==> src/logic/dhr_map.vh <==
`ifndef DHR_MAP_VH
`define DHR_MAP_VH

// Clock rate in kHz (25 MHz)
`define DHR_CLK_KHZ 25000
// Spike filter limits in microseconds
`define DHR_SPIKE_REJECT_US 5
`define DHR_SPIKE_ACCEPT_US 9
// Reject rounds down, accept rounds up
`define DHR_REJECT_CYC ((`DHR_SPIKE_REJECT_US * `DHR_CLK_KHZ) / 1000)
`define DHR_ACCEPT_CYC ((`DHR_SPIKE_ACCEPT_US * `DHR_CLK_KHZ + 999) / 1000)
// Release intervals in milliseconds
`define DHR_RELEASE_SLEEP_MS 5
`define DHR_RELEASE_AWAKE_MS 120
`define DHR_RELEASE_SLEEP_CYC (`DHR_RELEASE_SLEEP_MS * `DHR_CLK_KHZ)
`define DHR_RELEASE_AWAKE_CYC (`DHR_RELEASE_AWAKE_MS * `DHR_CLK_KHZ)
// Blanking sequence length and NVM words reloaded
`define DHR_BLANK_MS 100
`define DHR_BLANK_CYC (`DHR_BLANK_MS * `DHR_CLK_KHZ)
`define DHR_NVM_WORDS 8
`define DHR_NVM_AW 3
`define DHR_CNT_W 22
`define DHR_FLT_W 8

`endif

==> src/logic/dhr_reset_sequencer.v <==
`timescale 1ns/1ns
`include "dhr_map.vh"

module dhr_reset_sequencer #(
  parameter RELEASE_SLEEP_CYC = `DHR_RELEASE_SLEEP_CYC,
  parameter RELEASE_AWAKE_CYC = `DHR_RELEASE_AWAKE_CYC,
  parameter BLANK_CYC = `DHR_BLANK_CYC
) (
  clk,
  reset_n,
  hw_reset_n,
  sleepOutCmd,
  nvmData,
  nvmAddr,
  nvmRead,
  loadWe,
  loadAddr,
  loadData,
  inReset,
  displayOn,
  sleeping,
  blanking,
  readyForCmd,
  readyForWake
);
  input wire clk;
  input wire reset_n;
  input wire hw_reset_n;
  input wire sleepOutCmd;
  input wire [7:0] nvmData;
  output reg [`DHR_NVM_AW-1:0] nvmAddr;
  output reg nvmRead;
  output reg loadWe;
  output reg [`DHR_NVM_AW-1:0] loadAddr;
  output reg [7:0] loadData;
  output reg inReset;
  output reg displayOn;
  output reg sleeping;
  output reg blanking;
  output reg readyForCmd;
  output reg readyForWake;

  localparam [2:0] ST_IDLE = 3'h0;
  localparam [2:0] ST_BLANK = 3'h1;
  localparam [2:0] ST_HOLD = 3'h2;
  localparam [2:0] ST_LOAD = 3'h3;
  localparam [2:0] ST_WAIT = 3'h4;

  wire filtRst;
  reg [2:0] state_reg;
  reg [`DHR_CNT_W-1:0] cnt_reg;
  reg [`DHR_CNT_W-1:0] relLimit_reg;
  reg wasAwake_reg;
  reg rdPend_reg;
  reg [`DHR_NVM_AW-1:0] rdIdx_reg;
  wire restartReq;
  reg [2:0] state_next;
  reg [`DHR_CNT_W-1:0] cnt_next;
  reg [`DHR_CNT_W-1:0] relLimit_next;
  reg wasAwake_next;
  reg rdPend_next;
  reg [`DHR_NVM_AW-1:0] rdIdx_next;
  reg [`DHR_NVM_AW-1:0] nvmAddr_next;
  reg nvmRead_next;
  reg loadWe_next;
  reg [`DHR_NVM_AW-1:0] loadAddr_next;
  reg [7:0] loadData_next;
  reg inReset_next;
  reg displayOn_next;
  reg sleeping_next;
  reg blanking_next;
  reg readyForCmd_next;
  reg readyForWake_next;

  dhr_spike_filter u_filter (
    .clk(clk),
    .reset_n(reset_n),
    .rawIn(hw_reset_n),
    .filtOut(filtRst)
  );

  // Restart is held off in blank and hold so a started blanking sequence always completes
  assign restartReq = !filtRst && state_reg != ST_BLANK && state_reg != ST_HOLD;

  always @* begin
    state_next = state_reg;
    cnt_next = cnt_reg;
    relLimit_next = relLimit_reg;
    wasAwake_next = wasAwake_reg;
    rdPend_next = rdPend_reg;
    rdIdx_next = rdIdx_reg;
    nvmAddr_next = nvmAddr;
    nvmRead_next = 1'b0;
    loadWe_next = 1'b0;
    loadAddr_next = loadAddr;
    loadData_next = loadData;
    inReset_next = inReset;
    displayOn_next = displayOn;
    sleeping_next = sleeping;
    blanking_next = blanking;
    readyForCmd_next = readyForCmd;
    readyForWake_next = readyForWake;
    if (restartReq) begin
      wasAwake_next = !sleeping;
      inReset_next = 1'b1;
      readyForCmd_next = 1'b0;
      readyForWake_next = 1'b0;
      displayOn_next = 1'b0;
      cnt_next = 22'h000000;
      blanking_next = !sleeping;
      state_next = sleeping ? ST_HOLD : ST_BLANK;
    end else begin
      case (state_reg)
        ST_IDLE: begin
          if (sleepOutCmd && readyForWake && sleeping) begin
            sleeping_next = 1'b0;
            displayOn_next = 1'b1;
          end
        end
        ST_BLANK: begin
          if (cnt_reg < BLANK_CYC - 1) begin
            cnt_next = cnt_reg + 22'h000001;
          end else begin
            blanking_next = 1'b0;
            sleeping_next = 1'b1;
            state_next = ST_HOLD;
          end
        end
        ST_HOLD: begin
          if (filtRst) begin
            cnt_next = 22'h000000;
            rdIdx_next = 3'h0;
            rdPend_next = 1'b0;
            blanking_next = 1'b0;
            sleeping_next = 1'b1;
            relLimit_next = wasAwake_reg ? RELEASE_AWAKE_CYC[21:0] : RELEASE_SLEEP_CYC[21:0];
            state_next = ST_LOAD;
          end
        end
        ST_LOAD: begin
          cnt_next = cnt_reg + 22'h000001;
          if (!rdPend_reg) begin
            nvmAddr_next = rdIdx_reg;
            nvmRead_next = 1'b1;
            rdPend_next = 1'b1;
          end else begin
            loadWe_next = 1'b1;
            loadAddr_next = rdIdx_reg;
            loadData_next = nvmData;
            rdPend_next = 1'b0;
            rdIdx_next = rdIdx_reg + 3'h1;
            if (rdIdx_reg == `DHR_NVM_WORDS - 1) begin
              inReset_next = 1'b0;
              state_next = ST_WAIT;
            end
          end
        end
        ST_WAIT: begin
          if (cnt_reg < relLimit_reg - 1) begin
            cnt_next = cnt_reg + 22'h000001;
          end else begin
            readyForCmd_next = 1'b1;
            readyForWake_next = 1'b1;
            state_next = ST_IDLE;
          end
        end
        default: begin
          state_next = ST_IDLE;
        end
      endcase
    end
  end

  always @(posedge clk or negedge reset_n) begin
    if (!reset_n) begin
      // Power-on counts as a reset release, so the settings are reloaded before first use
      state_reg <= ST_HOLD;
      cnt_reg <= 22'h000000;
      relLimit_reg <= 22'h000000;
      wasAwake_reg <= 1'b0;
      rdPend_reg <= 1'b0;
      rdIdx_reg <= 3'h0;
      nvmAddr <= 3'h0;
      nvmRead <= 1'b0;
      loadWe <= 1'b0;
      loadAddr <= 3'h0;
      loadData <= 8'h00;
      inReset <= 1'b1;
      displayOn <= 1'b0;
      sleeping <= 1'b1;
      blanking <= 1'b0;
      readyForCmd <= 1'b0;
      readyForWake <= 1'b0;
    end else begin
      state_reg <= state_next;
      cnt_reg <= cnt_next;
      relLimit_reg <= relLimit_next;
      wasAwake_reg <= wasAwake_next;
      rdPend_reg <= rdPend_next;
      rdIdx_reg <= rdIdx_next;
      nvmAddr <= nvmAddr_next;
      nvmRead <= nvmRead_next;
      loadWe <= loadWe_next;
      loadAddr <= loadAddr_next;
      loadData <= loadData_next;
      inReset <= inReset_next;
      displayOn <= displayOn_next;
      sleeping <= sleeping_next;
      blanking <= blanking_next;
      readyForCmd <= readyForCmd_next;
      readyForWake <= readyForWake_next;
    end
  end
endmodule // dhr_reset_sequencer

==> src/logic/dhr_spike_filter.v <==
`timescale 1ns/1ns
`include "dhr_map.vh"

// Accepts a level change only when it persists for the full accept window.
// Anything shorter than the reject window never shows at the output.
module dhr_spike_filter (
  clk,
  reset_n,
  rawIn,
  filtOut
);
  input wire clk;
  input wire reset_n;
  input wire rawIn;
  output reg filtOut;

  reg [`DHR_FLT_W-1:0] cnt_reg;

  // same filter on glitches inside reset
  always @(posedge clk or negedge reset_n) begin
    if (!reset_n) begin
      cnt_reg <= 8'h00;
      filtOut <= 1'b1;
    end else if (rawIn == filtOut) begin
      cnt_reg <= 8'h00;
    end else if (cnt_reg == `DHR_ACCEPT_CYC - 1) begin
      cnt_reg <= 8'h00;
      filtOut <= rawIn;
    end else begin
      cnt_reg <= cnt_reg + 8'h01;
    end
  end
endmodule // dhr_spike_filter

==> config.mk <==
export PLATFORM = sky130hd
export DESIGN_NAME = dhr_reset_sequencer
export DESIGN_NICKNAME = d
export VERILOG_FILES = /design/src/logic/dhr_reset_sequencer.v /design/src/logic/dhr_spike_filter.v
export VERILOG_INCLUDE_DIRS = /design/src /design/src/logic
export SDC_FILE = /design/constraint.sdc
export NUM_CORES = 1
export LEC_CHECK = 0
export BUFFER_PORTS_ARGS = -buffer_cell sky130_fd_sc_hd__buf_2
export CAP_MARGIN = 15
export CORE_ASPECT_RATIO = 0.8
export CORE_MARGIN = 1.5
export CORE_UTILIZATION = 40
export CTS_CLUSTER_SIZE = 20
export DETAILED_ROUTE_END_ITERATION = 6
export SLEW_MARGIN = 20
export SYNTH_ARGS = -nofsm -noshare
export SYNTH_HDL_FRONTEND = slang
export SYNTH_SLANG_ARGS = --single-unit
==> constraint.sdc <==
create_clock -name clk -period 4.3 [get_ports clk]
set_input_delay 0 -clock clk [delete_from_list [all_inputs] [get_ports clk]]
set_output_delay 0 -clock clk [all_outputs]
set_load 0.02 [all_outputs]
Word level (Yosys, flattened, before mapping)
Index checks and enable logic that the tools add are counted.
{ "classes": {"add_sub_neg": 4, "order_cmp": 2, "n_eq_ne": 22, "n_mux": 44, "n_bitwise": 3, "reduce_logical": 30} }
{ "op_table": {"columns": ["operator", "n"], "rows": [
  ["$mux W22", 5],
  ["$pmux W22 S4", 1],
  ["$lt A22 B32 Y1", 1],
  ["$mux W3", 8],
  ["$sub A22 B1 Y23 const B", 1],
  ["$add A22 B1 Y22 const B", 1],
  ["$lt A22 B22 Y1 const B", 1],
  ["$mux W1", 22],
  ["$ne A3 B3 Y1 const B", 6],
  ["$reduce_and A3 Y1", 6],
  ["$mux W8", 2],
  ["$pmux W3 S5", 1],
  ["$reduce_bool A2 Y1", 7],
  ["$ne A2 B2 Y1 const B", 5],
  ["$add A8 B1 Y8 const B", 1],
  ["$eq A8 B8 Y1 const B", 1],
  ["$reduce_and A4 Y1", 2],
  ["$eq A3 B2 Y1 const B", 2],
  ["$eq A3 B3 Y1 const B", 2],
  ["$ne A3 B2 Y1 const B", 2],
  ["$pmux W3 S2", 1],
  ["$reduce_and A2 Y1", 3],
  ["$reduce_and A6 Y1", 1],
  ["$reduce_bool A3 Y1", 2],
  ["14 further kinds", 21]
]} }
{ "totals": {"regBits": 82, "input_bits": 12, "out_inout_bits": 22, "elab_cells": 123} }

Logic depth before layout (Yosys ltp)
{ "depth": {"ltp_word": 5, "depth_mapped": 14, "mapped_depth_nobuf": 12} }

Cells and area by module
A second synthesis with hierarchy kept.
{ "unflattened": {"hier_cells": 432, "hier_area_um2": 3865.0} }
{ "by_module_without_submodules": {"columns": ["module", "instances", "cells_per_inst", "area_per_inst_um2", "seq_area_each_um2"], "rows": [
  ["dhr_reset_sequencer", 1, 389, 3417.0, 1355.0],
  ["dhr_spike_filter", 1, 43, 447.9, 226.5]
]} }

Worst setup path after synthesis
No wires, ideal clock.
{ "synth_path": {"kind": "register -> register", "startpoint": "register relLimit_reg[13]", "endpoint": "register cnt_reg[3]", "setup_ps": 121, "t_arrival_ps": 2876, "path_slack_ps": 1303, "stages_incl_launch_ff": 14, "synth_period_minus_slack_ps": 2997, "cell_sequence": "dfrtp_1 -> nor3_1 -> inv_2 -> nand2_1 -> nand2_1 -> mux2_2 -> ha_1 -> nand2_1 -> nor2_1 -> a22oi_1 -> nand4_1 -> clkbuf_1 -> a32o_1 -> a22o_1"} }
{ "synth_between": {"elab_chain_cells": 4} }
{ "synth_lines": {"columns": ["item", "line_no", "source"], "rows": [
  ["from (decl)", "dhr_reset_sequencer.v:52", "reg [`DHR_CNT_W-1:0] relLimit_reg;"],
  ["from (signal assigned)", "dhr_reset_sequencer.v:197", "relLimit_reg <= relLimit_next;"],
  ["$sub A22 B1 Y23", "dhr_reset_sequencer.v:159", "if (cnt_reg < relLimit_reg - 1) begin"],
  ["$lt A22 B32 Y1", "dhr_reset_sequencer.v:159", null],
  ["$ne A3 B3 Y1 (no line)", null, null],
  ["$reduce_and A4 Y1 (no line)", null, null],
  ["to (signal assigned)", "dhr_reset_sequencer.v:196", "cnt_reg <= cnt_next;"],
  ["to (decl)", "dhr_reset_sequencer.v:51", "reg [`DHR_CNT_W-1:0] cnt_reg;"]
]} }
No other way between the ends.
A chain may end at the register's enable or synchronous reset.

Final worst setup path
{ "layout_path": {"startpoint": "register relLimit_reg[13]", "endpoint": "register cnt_reg[0]"} }
The elaborated chain is that of the path after synthesis.

==> results.json <==
{
  "status": "finished clean",
  "clock_latency_ns": 0.33,
  "async_reset_ff_frac": 1.000,
  "cp_common_cell": "nand2_1",
  "worst_hold_slack_ns": 0.04187,
  "slew_headroom": 0.3118,
  "synth_flop_cell": "dfrtp_1",
  "holdCritPathClass": "in -> reg",
  "fin_crit_sh": 0.8578,
  "diodes": 0,
  "rrSetupSlack_ns": 0.61,
  "numPortBuffers": 33,
  "hp-start": "sleepOutCmd",
  "cts_tree": "done",
  "largest_reg_flops": 22,
  "grt_pass1_vias": 3069,
  "fmax_mhz": 271.1,
  "drive_gt1_frac": 0.1630,
  "fillers": 890,
  "syn-instance-count": 410,
  "p_leak_uw": 0.002158,
  "rows": 31,
  "die_w_um": 113.2,
  "p_per_area_mw_per_mm2": 307.6,
  "maxCapViolCount": 0,
  "worst_setup_path_end_kind": "register",
  "clock_skew_ns": 0.005238,
  "synthesis.nets": 449,
  "worst_slew_pin_slew_ns": 1.025,
  "post-route-min-period_ns": 3.688,
  "clk_root_buffer_cell": "clkbuf_16",
  "crit_arrival_ns": 3.95,
  "r2r_cells": 13,
  "rr_startpoint": "relLimit_reg[13]",
  "hold_depth": 3,
  "setup_tns_ns": 0,
  "start_util": 0.4208,
  "finalHoldViolations": 0,
  "ys_warn_count": 0,
  "yosysUniqueCellTypes": 55,
  "routed_via_density": 5.583,
  "grt_pass1_wl_um": 15490,
  "ir_drop_uv": 207.7,
  "yosysSeqAreaShare": 0.4071,
  "dr_total_vias": 3177,
  "finalPower_uw": 1391,
  "postCtsSetupBuffers": 0,
  "routed_wl_um": 9087,
  "grtUsageTotal": 0.1903,
  "design.core.area_mm2": 0.009231,
  "cp_slowest_cell": "nor3_1",
  "synthesis.area_mm2": 0.003885,
  "ctsResizeCount": 0,
  "holdPathEnd": "displayOn",
  "drc": 0,
  "ys_ff_latch": 63,
  "cts_hold_buf": 10,
  "gp_congestion": 0.9114,
  "crit_required_ns": 4.57,
  "die_area_mm2": 0.01032,
  "cp-start-kind": "register",
  "wl_per_cell_um": 15.97,
  "syn_area_per_cell_um2": 9.476,
  "h-tree-depth": 3,
  "grt.overflow.total": 0,
  "grt_start_max_net_pins": 64,
  "fin_nets": 488,
  "cp_slowest_stage_delay_ns": 0.62,
  "clk_pin_slew_worst_paths_ns": 0.05,
  "ios": 34,
  "cts_max_path_buffers": 2,
  "cp_max_fo": 23,
  "antenna_found_initial": 0,
  "cts_made_buffers": 9,
  "drv_slew": 0,
  "ant_nets": 0,
  "drtIter0Drc": 203,
  "drt-pass1-iter-count": 4,
  "synth-edff-count": 0,
  "r2r_end": "cnt_reg[0]",
  "worst-path-buf-inv": 2,
  "setup_viol": 0,
  "area_growth_pct": 16.39,
  "rsz0062_at_grt": "no",
  "cts.sink_count": 63,
  "crit_path_cell_trace": "nor3_1 > inv_2 > nand2_1 > nand2_1 > mux2_2 > ha_1 > nand2_1 > nor2_1 > a22oi_1 > nand4_1 > buf_4 > a21oi_2 > mux2_2",
  "critical_path_class": "reg -> reg",
  "die_y_um": 91.15,
  "critPathTopFamily": "simple AND/OR/NAND/NOR gates",
  "dpl.hpwl_um": 6469
}
-- cell type report --
class	instances	area, µm²	share of cell area
Clock buffer	11	252.7	0.05589
Sequential cell	63	1582	0.3498
Timing Repair Buffer	46	287.8	0.06364
Inverter	14	52.55	0.01162
Tap cell	115	143.9	0.03182
Multi-Input combinational cell	315	2147	0.4748
Clock inverter	5	56.30	0.01245
-- stage by stage --
step           instances  setup WS [ns]  area (µm²)  utilization
5_1_grt              569         0.3110        4522       0.4898
3_5_place_dp         543         0.6704        4113       0.4455
4_1_cts              569         0.6561        4522       0.4898
3_3_place_gp         543         0.8610        4113       0.4455
2_1_floorplan        410          1.303        3885            -
6_report             569         0.6115        4522       0.4898
-- routing by layer --
layer,GRT usage,vias to the layer above,routed length [µm]
met5,0,-,0
met4,0.06354,0,108
met3,0.03939,10,418
met2,0.2667,69,3828
met1,0.2890,1532,4732
li1,-,1566,-
-- cell usage after synthesis (all sizes together) (3+ instances only) --
| cell type | instances | area share |
|---|---|---|
| dfrtp | 59 | 0.38 |
| nand2 | 48 | 0.046 |
| nor2 | 32 | 0.031 |
| ha | 27 | 0.087 |
| o21ai | 25 | 0.032 |
| nand3 | 22 | 0.028 |
| a21oi | 20 | 0.032 |
| a22o | 15 | 0.034 |
| mux2 | 15 | 0.043 |
| inv | 13 | 0.013 |
| nor3 | 12 | 0.017 |
| buf | 10 | 0.019 |
| nand2b | 10 | 0.016 |
| nand4 | 10 | 0.016 |
| nor2b | 9 | 0.014 |
| o2bb2ai | 9 | 0.020 |
| clkbuf | 8 | 0.0077 |
| mux2i | 7 | 0.018 |
| xnor2 | 6 | 0.014 |
| and2 | 5 | 0.0081 |
| nor4 | 5 | 0.015 |
| a32o | 4 | 0.011 |
| dfstp | 4 | 0.027 |
| xor2 | 4 | 0.0090 |
| a211oi | 3 | 0.0058 |
| a21o | 3 | 0.0058 |
-- tightest hold or removal path, delay by kind of cell --
kind	cells	cell delay, ns
AND/OR/NAND/NOR	1	0.13
buffers and inverters	1	0.10
AO/OA/AOI/OAI	1	0.09
-- how the worst max path moves through the flow --
stage                     startpoint    endpoint  depth (start not counted)
floorplan           relLimit_reg[13]  cnt_reg[3]                         13
global placement    relLimit_reg[13]  cnt_reg[0]                         13
detailed placement  relLimit_reg[13]  cnt_reg[0]                         13
CTS                 relLimit_reg[13]  cnt_reg[0]                         13
global route        relLimit_reg[13]  cnt_reg[0]                         13
finish              relLimit_reg[13]  cnt_reg[0]                         13
-- kinds of logic (layout without fill, tap and decap cells) --
logic type | count (synthesis) | after routing | synth area share
adder cells (fa/ha/maj) | 27 | 27 | 0.08696
buffers and inverters | 32 | 76 | 0.04026
AND/OR/NAND/NOR | 164 | 164 | 0.2142
AO/OA/AOI/OAI | 92 | 92 | 0.1675
multiplexers | 22 | 22 | 0.06151
flip-flops | 63 | 63 | 0.4071
XOR/XNOR | 10 | 10 | 0.02254
-- where the power goes --
part,internal [µW],switching (µW)
Combinational,17.8,24.9
Sequential,600,4.71
Clock,479,265
-- placed cells by master (no fill, tap or decap), drive strengths merged, types with 2 or more instances in the layout --
master / count
dfrtp: 59
nand2: 48
buf: 36
nor2: 32
ha: 27
o21ai: 25
nand3: 22
a21oi: 20
a22o: 15
mux2: 15
inv: 13
nor3: 12
clkbuf: 11
nand4: 10
nand2b: 10
dlygate4sd3: 10
nor2b: 9
o2bb2ai: 9
mux2i: 7
xnor2: 6
and2: 5
nor4: 5
xor2: 4
dfstp: 4
a32o: 4
clkinv: 4
a211oi: 3
a21o: 3
and3: 2
a31oi: 2
or3: 2
a41oi: 2
o21bai: 2
and4: 2
Note: power is estimated with default switching activity, not from simulation.
